==> config.mk <==
export PLATFORM = sky130hd
export DESIGN_NAME = dual_mode_control_port
export DESIGN_NICKNAME = d
export VERILOG_FILES = /design/src/logic/ctrl_port_pkg.sv /design/src/logic/pin_sync.sv /design/src/logic/dual_mode_control_port.sv
export SDC_FILE = /design/constraint.sdc
export NUM_CORES = 1
export LEC_CHECK = 0
export BUFFER_PORTS_ARGS = -buffer_cell sky130_fd_sc_hd__buf_2
export CAP_MARGIN = 30
export CORE_MARGIN = 3
export CORE_UTILIZATION = 39
export DETAILED_ROUTE_END_ITERATION = 8
export GPL_ROUTABILITY_DRIVEN = 0
export MAX_ROUTING_LAYER = met4
export PLACE_DENSITY_LB_ADDON = 0.12
export SLEW_MARGIN = 20
export SYNTH_ARGS = -nofsm -noshare
export SYNTH_HDL_FRONTEND = slang
export SYNTH_SLANG_ARGS = --single-unit
export TNS_END_PERCENT = 5
==> constraint.sdc <==
create_clock -name core_clk_i -period 2.8 [get_ports core_clk_i]
set_input_delay 0.7 -clock core_clk_i [delete_from_list [all_inputs] [get_ports core_clk_i]]
set_output_delay 0.7 -clock core_clk_i [all_outputs]
set_load 0.005 [all_outputs]
==> src/logic/ctrl_port_pkg.sv <==
// Constants and types shared by the dual-mode control port
package ctrl_port_pkg;

  // ****************************************
  // Addresses and pointer layout
  // ****************************************
  localparam logic [6:0] SPI_CHIP_ADDR = 7'h10;
  localparam logic [3:0] I2C_ADDR_HIGH = 4'h2;
  localparam int PTR_POINTER_AUTO_ADVANCE_BIT = 7;
  localparam logic [7:0] PTR_RESET = 8'h00;

  // ****************************************
  // Bit counting
  // ****************************************
  localparam logic [2:0] BYTE_LAST_BIT = 3'h7;
  localparam logic [3:0] I2C_ACK_SLOT = 4'h8;

  // ****************************************
  // Transfer phases and port state
  // ****************************************
  typedef enum logic [2:0] {ST_IDLE, ST_ADDR, ST_PTR, ST_WDATA, ST_READ, ST_WAIT} phase_type;

  typedef struct packed {
    logic spi;
    logic a2;
    logic sel_prev;
    logic sclk_prev;
    logic sda_prev;
    phase_type st;
    logic [3:0] cnt;
    logic [7:0] sh_in;
    logic [7:0] sh_out;
    logic [7:0] ptr;
    logic ack;
    logic out;
    logic oe;
    logic wr;
    logic rd;
    logic [6:0] waddr;
    logic [7:0] wdata;
  } port_state_type;

endpackage

==> src/logic/pin_sync.sv <==
// Two-flop synchroniser for pins arriving from outside the core clock
`timescale 1ns/1ns
`default_nettype none
module pin_sync #(
  parameter int WIDTH = 1
) (
  // Clock
  input wire logic core_clk_i,
  // Pins in and synchronised levels out
  input wire logic [WIDTH-1:0] pin_i,
  output logic [WIDTH-1:0] level_o
);

  logic [WIDTH-1:0] meta_q;
  logic [WIDTH-1:0] level_q;

  // No reset: the strap must keep flowing through while reset is held
  always_ff @(posedge core_clk_i)
  begin
    meta_q <= pin_i;
    level_q <= meta_q;
  end

  assign level_o = level_q;

endmodule
`default_nettype wire

==> src/logic/dual_mode_control_port.sv <==
// Dual-mode SPI / I2C slave control port with register pointer
//
// Contract
// - Select falling after reset picks SPI; a static select pin means I2C, level is A0.
// - SPI samples input on bit clock rise, changes output on fall.
// - SPI write: byte after direction loads pointer, next byte goes to register.
// - Serial data output stays high impedance throughout SPI writes.
// - Pointer holds when auto-advance is zero, else steps after each byte.
// - SPI read: next bit clock fall drives MSB of addressed register.
// - SPI read with auto-advance streams successive registers while clocked.
// - I2C uses no select; data on SDA, clocked by host SCL.
// - I2C address is 0010b, then strap A2, A1 pin, A0 pin.
// - Address bit two is caught from the strap pin while reset is held.
// - I2C write: byte after address loads pointer, later bytes write registers.
// - I2C read returns pointed register, continuing when auto-advance is set.
// - Device drives acknowledge after every byte it receives over I2C, except an address byte that is not its own.
// - Port runs asynchronously to audio clocks; idle pins should stay static.
// - Pointer byte MSB first; bit 7 auto-advance, bits 6..0 register address.
`timescale 1ns/1ns
`default_nettype none
module dual_mode_control_port
  import ctrl_port_pkg::*;
(
  // Clock and reset
  input wire logic core_clk_i,
  input wire logic sys_rst_i,
  // Link pins
  input wire logic select_or_addr_bit0_pin_i,
  input wire logic serial_bit_clock_i,
  input wire logic serial_data_in_i,
  input wire logic serial_data_out_i,
  output logic serial_data_out_o,
  output logic serial_data_out_oe_o,
  // Address straps
  input wire logic addr_bit1_pin_i,
  input wire logic preemphasis_strap_pin_i,
  // Register file side
  output logic [6:0] reg_addr_o,
  output logic pointer_auto_advance_o,
  input wire logic [7:0] reg_rdata_i,
  output logic reg_rd_o,
  output logic reg_wr_o,
  output logic [6:0] reg_waddr_o,
  output logic [7:0] reg_wdata_o,
  // Status
  output logic spi_mode_o
);

  // ****************************************
  // Helpers
  // ****************************************

  // Step the register address only when auto-advance is set
  function automatic logic [7:0] next_ptr(input logic [7:0] p);
    next_ptr = p[PTR_POINTER_AUTO_ADVANCE_BIT] ? {p[7], p[6:0] + 7'h01} : p;
  endfunction

  // ****************************************
  // Pin synchronisers
  // ****************************************
  logic [5:0] pins_s;
  logic sel_s;
  logic sclk_s;
  logic sdi_s;
  logic sda_s;
  logic ad1_s;
  logic strap_s;

  pin_sync #(.WIDTH(6)) u_sync (
    .core_clk_i(core_clk_i),
    .pin_i({preemphasis_strap_pin_i, addr_bit1_pin_i, serial_data_out_i,
            serial_data_in_i, serial_bit_clock_i, select_or_addr_bit0_pin_i}),
    .level_o(pins_s)
  );

  assign sel_s = pins_s[0];
  assign sclk_s = pins_s[1];
  assign sdi_s = pins_s[2];
  assign sda_s = pins_s[3];
  assign ad1_s = pins_s[4];
  assign strap_s = pins_s[5];

  // ****************************************
  // Edge and condition decode
  // ****************************************
  port_state_type st_q;
  port_state_type st_d;
  logic sel_fall;
  logic sclk_rise;
  logic sclk_fall;
  logic i2c_start;
  logic i2c_stop;
  logic rx_state;
  logic take;
  logic byte_done;
  logic tx_fall;
  logic addr_match;
  logic [7:0] rx_byte;
  logic [7:0] tx;

  // Edges come from the settled copies, so a pin edge shows once
  assign sel_fall = st_q.sel_prev & ~sel_s;
  assign sclk_rise = ~st_q.sclk_prev & sclk_s;
  assign sclk_fall = st_q.sclk_prev & ~sclk_s;
  assign i2c_start = ~st_q.spi & st_q.sclk_prev & sclk_s & st_q.sda_prev & ~sda_s;
  assign i2c_stop = ~st_q.spi & st_q.sclk_prev & sclk_s & ~st_q.sda_prev & sda_s;
  assign rx_state = (st_q.st == ST_ADDR) | (st_q.st == ST_PTR) | (st_q.st == ST_WDATA);
  assign rx_byte = {st_q.sh_in[6:0], st_q.spi ? sdi_s : sda_s};
  // Incoming bits are counted only on bit clock rises
  assign take = sclk_rise & rx_state & (st_q.spi ? ~sel_s : (st_q.cnt != I2C_ACK_SLOT));
  assign byte_done = take & (st_q.cnt[2:0] == BYTE_LAST_BIT);
  // Outgoing bits change on bit clock falls
  assign tx_fall = sclk_fall & (st_q.st == ST_READ) & (st_q.spi ? ~sel_s : (st_q.cnt != I2C_ACK_SLOT));
  assign addr_match = st_q.spi ? (rx_byte[7:1] == SPI_CHIP_ADDR)
                               : (rx_byte[7:1] == {I2C_ADDR_HIGH, st_q.a2, ad1_s, sel_s});
  assign tx = (st_q.cnt[2:0] == 3'h0) ? reg_rdata_i : st_q.sh_out;

  // ****************************************
  // Next-state logic
  // ****************************************
  always_comb
  begin
    st_d = st_q;
    st_d.wr = 1'b0;
    st_d.rd = 1'b0;
    st_d.sel_prev = sel_s;
    st_d.sclk_prev = sclk_s;
    st_d.sda_prev = sda_s;
    if (sys_rst_i)
    begin
      st_d = '0;
      st_d.st = ST_IDLE;
      st_d.ptr = PTR_RESET;
      st_d.a2 = strap_s;
      st_d.sel_prev = sel_s;
      st_d.sclk_prev = sclk_s;
      st_d.sda_prev = sda_s;
    end
    else
    begin
      // A select edge means a master is driving it, so SPI locks in
      if (sel_fall)
      begin
        st_d.spi = 1'b1;
        st_d.st = ST_ADDR;
        st_d.cnt = 4'h0;
        st_d.oe = 1'b0;
      end
      // Receive path shared by both modes
      if (take)
      begin
        st_d.sh_in = rx_byte;
        st_d.cnt = (byte_done && st_q.spi) ? 4'h0 : st_q.cnt + 4'h1;
      end
      if (byte_done)
      begin
        st_d.ack = ~st_q.spi;
        unique case (st_q.st)
          ST_ADDR:
          begin
            if (!addr_match)
            begin
              st_d.st = ST_WAIT;
              st_d.ack = 1'b0;
            end
            else
              st_d.st = rx_byte[0] ? ST_READ : ST_PTR;
          end
          ST_PTR:
          begin
            st_d.ptr = rx_byte;
            st_d.st = ST_WDATA;
          end
          ST_WDATA:
          begin
            st_d.wr = 1'b1;
            st_d.waddr = st_q.ptr[6:0];
            st_d.wdata = rx_byte;
            st_d.ptr = next_ptr(st_q.ptr);
          end
          default:
          begin
          end
        endcase
      end
      // Transmit path; a byte is fetched when its first bit goes out
      if (tx_fall)
      begin
        if (st_q.cnt[2:0] == 3'h0)
        begin
          st_d.rd = 1'b1;
          st_d.ptr = next_ptr(st_q.ptr);
        end
        st_d.sh_out = {tx[6:0], 1'b0};
        st_d.out = st_q.spi ? tx[7] : 1'b0;
        st_d.oe = st_q.spi | ~tx[7];
        if (st_q.spi)
          st_d.cnt = {1'b0, st_q.cnt[2:0] + 3'h1};
      end
      if (st_q.spi)
      begin
        // Releasing select drops any half-shifted byte
        if (sel_s)
        begin
          st_d.st = ST_ADDR;
          st_d.cnt = 4'h0;
          st_d.oe = 1'b0;
        end
      end
      else
      begin
        // Ninth clock: acknowledge slot in either direction
        if (sclk_rise && st_q.cnt == I2C_ACK_SLOT && st_q.st != ST_IDLE && st_q.st != ST_WAIT)
        begin
          st_d.cnt = 4'h0;
          if (st_q.st == ST_READ && sda_s)
            st_d.st = ST_WAIT;
        end
        // Read bits are counted on host clock rises so the fetch fires once per byte
        if (sclk_rise && st_q.st == ST_READ && st_q.cnt != I2C_ACK_SLOT)
        begin
          st_d.cnt = st_q.cnt + 4'h1;
        end
        if (sclk_fall && st_q.cnt == I2C_ACK_SLOT)
        begin
          st_d.oe = st_q.ack;
          st_d.out = 1'b0;
        end
        else if (sclk_fall && st_q.cnt == 4'h0)
        begin
          st_d.ack = 1'b0;
          if (st_q.st != ST_READ)
            st_d.oe = 1'b0;
        end
        // Start and stop override the byte logic, but a select fall wins: a released
        // data line may wander while the clock idles high and must not spoil SPI entry
        if ((i2c_start || i2c_stop) && !sel_fall)
        begin
          st_d.st = i2c_start ? ST_ADDR : ST_IDLE;
          st_d.cnt = 4'h0;
          st_d.ack = 1'b0;
          st_d.oe = 1'b0;
        end
      end
    end
  end

  // State register; runs freely, the audio clocks never touch it
  always_ff @(posedge core_clk_i)
  begin
    st_q <= st_d;
  end

  // ****************************************
  // Outputs
  // ****************************************
  assign serial_data_out_o = st_q.out;
  assign serial_data_out_oe_o = st_q.oe;
  assign reg_addr_o = st_q.ptr[6:0];
  assign pointer_auto_advance_o = st_q.ptr[PTR_POINTER_AUTO_ADVANCE_BIT];
  assign reg_rd_o = st_q.rd;
  assign reg_wr_o = st_q.wr;
  assign reg_waddr_o = st_q.waddr;
  assign reg_wdata_o = st_q.wdata;
  assign spi_mode_o = st_q.spi;
endmodule
`default_nettype wire

==> run metrics <==
fin util between 40% and 50%; Hold WC Path Type reg -> reg; Final HPWL DP 4790 um; minimum clock period after layout roughly 2.2 ns; post-route clock period utilization 78.0%; Final ANT Viol Nets 0; syn avg cell area around 9.0 um2; die width 94.7 um; Worst setup EP type register; Synth cell types 61; register area share after synthesis a little over two fifths; TritonRoute pass-1 iters 4; syn nets roughly 360; Post-Synthesis Cells between 300 and 400; status finished clean; Mapped Area roughly 0.0031 mm2; maximum vdd drop approximately 0.28 mV; total power 1.98 mW; most common cell in the netlist dfxtp_1; hold_buf cts 0; Max Fclk about 460 MHz; P_leak about 1.5 nW; Primary FF master, synth dfxtp_1; post-synth top area share 42.4%; largest area contributor in the netlist dfxtp_1; main area contributors after synthesis dfxtp_1 (42%), mux2i_1 (7.2%), buf_4 (5.9%); RSZ-0062 raised after global routing false; Yosys reg bits 66; kind of critical path reg -> reg; Clock Sinks 66; Crit path required time between 3 and 4 ns; vias in the first global route around 2300; post-CTS setup buffers 0; Reg2Reg Setup Slack about 0.6 ns; # IOs 44; skew final 0.00869 ns; initial antenna violation count 0; Ys Warns 0; # port buffers 43; post-route setup TNS 0 ns; Final setup viols 0; worst skew pair latency 0.35 ns; Tot GR Track Use around 17%; Initial Util 41.2%; Rows 31; clock slew at reported path FFs about 0.07 ns; pwr dens slightly below 600 mW/mm2; TritonCTS clock tree yes; max-cap violation count 0; global route total overflow 0; GR Layer Usage met1 20.1%; DR DRC count 0; Arr. time, crit path 2.47 ns; Slew @ Worst Pin 0.735 ns; total CTS buffers 9; die height roughly 95 um; Startpoint Class register; clk buf depth 2; largest net degree at the start of global routing 25; share of cells above drive strength 1 roughly 20%; Core Area approximately 0.0074 mm2; 1st-iter DRT viols about 110; area growth from synthesis to layout 11.8%; Clock Tree Root clkbuf_8; total vias in the final route roughly 2400; CP max FO 11; via/cell ratio approximately 5.2; met2 Use GR roughly a quarter; DIE AREA roughly 0.009 mm2; Layout Nets 383; Ant. Diodes 0; met3 usage around 4.1%; gr busiest metal met2; Final Hold Fails 0; Slew HR a little over 50%; # H-tree levels 3; Post-CTS Resized 0; Min Hold Slack roughly 0.33 ns; detailed-route wire length 6740 um; Pins Over Slew Limit 0; first-pass GRT wire length ~11000 um; most instantiated cells after synthesis dfxtp_1 (65), nor2_1 (45), nand2_1 (29); fraction of registers with async set/reset 0%; Post-synth EDFFs 1; mean routed wirelength per cell about 14 um
registers in the layout (all words and copies together), names as in the netlist:
register,count
pointer_auto_advance_o,1
reg_addr_o,7
reg_rd_o,1
reg_waddr_o,7
reg_wdata_o,8
reg_wr_o,1
rx_byte,7
serial_data_out_o,1
serial_data_out_oe_o,1
spi_mode_o,1
st_q,19
u_sync.level_o,6
u_sync.meta_q,6
area by class of cell:
class	instances	area, um2
well taps	99	124
fillers	777	4020
inverters	8	30.0
clock buffers	10	138
multi-input cells	227	1450
repair buffers	51	275
clock inverters	6	88.8
flip-flops and latches	66	1330
cell families after synthesis:
family                   after synthesis  synth area share [%]
AND/OR/NAND/NOR                      121                  19.7
flip-flops                            66                  43.4
adder cells (fa/ha/maj)                4                  1.63
buffers and inverters                 48                  9.58
AO/OA/AOI/OAI                         76                  17.3
XOR/XNOR                               3                 0.856
multiplexers                          23                  7.54
worst paths after layout:
path                                                from                   endpoint  depth (start not counted)
worst min-delay path            u_sync.meta_q[4]$_DFF_P_  u_sync.level_o[4]$_DFF_P_                          0
worst min register to register  u_sync.meta_q[4]$_DFF_P_  u_sync.level_o[4]$_DFF_P_                          0
worst max-delay path                 st_q[44]$_SDFF_PP0_        st_q[44]$_SDFF_PP0_                          7
worst max register to register       st_q[44]$_SDFF_PP0_        st_q[44]$_SDFF_PP0_                          7
per-layer routing:
metal  part of all wire, %  wire, um  up-vias
met2                    47      3190       66
met4                   1.2        80        0
li1                      -         -     1236
met3                   5.1       346        7
met1                    46      3130     1137
met5                     0         0        -
metrics by stage:
step	std cells	cell area [um2]	setup slack, ns
4_1_cts	467	3430	0.580
2_1_floorplan	341	3070	0.934
3_3_place_gp	451	3210	0.658
3_5_place_dp	451	3210	0.600
6_report	467	3430	0.615
5_1_grt	467	3430	0.367
critical path, stage by stage (launching register included):
cell and delay (ns):
dfxtp_1 0.38, inv_1 0.06, ha_1 0.23, nand3b_1 0.20, o2111a_1 0.55, a31oi_1 0.08, o31ai_1 0.41, mux2_2 0.22
layout by cell type, fill, tap and decap left out, types with 5 or more instances in the layout:
cell / Yosys / routed
mux2i_1: 22 / 22
nand3_1: 5 / 5
nand2b_1: 6 / 6
buf_4: 24 / 8
nand4_1: 5 / 5
nand2_1: 29 / 29
o21ai_0: 8 / 8
inv_1: 8 / 8
nor2b_1: 6 / 6
dfxtp_1: 65 / 65
buf_2: 7 / 43
a21oi_1: 22 / 22
clkbuf_8: 0 / 10
a22oi_1: 5 / 5
nor2_1: 45 / 45
power breakdown:
part	total [mW]	internal, mW	switching (mW)
clock	0.904	0.527	0.377
combinational	0.104	0.0408	0.0629
sequential	0.973	0.957	0.0162
(Power assumes the default switching activity.)
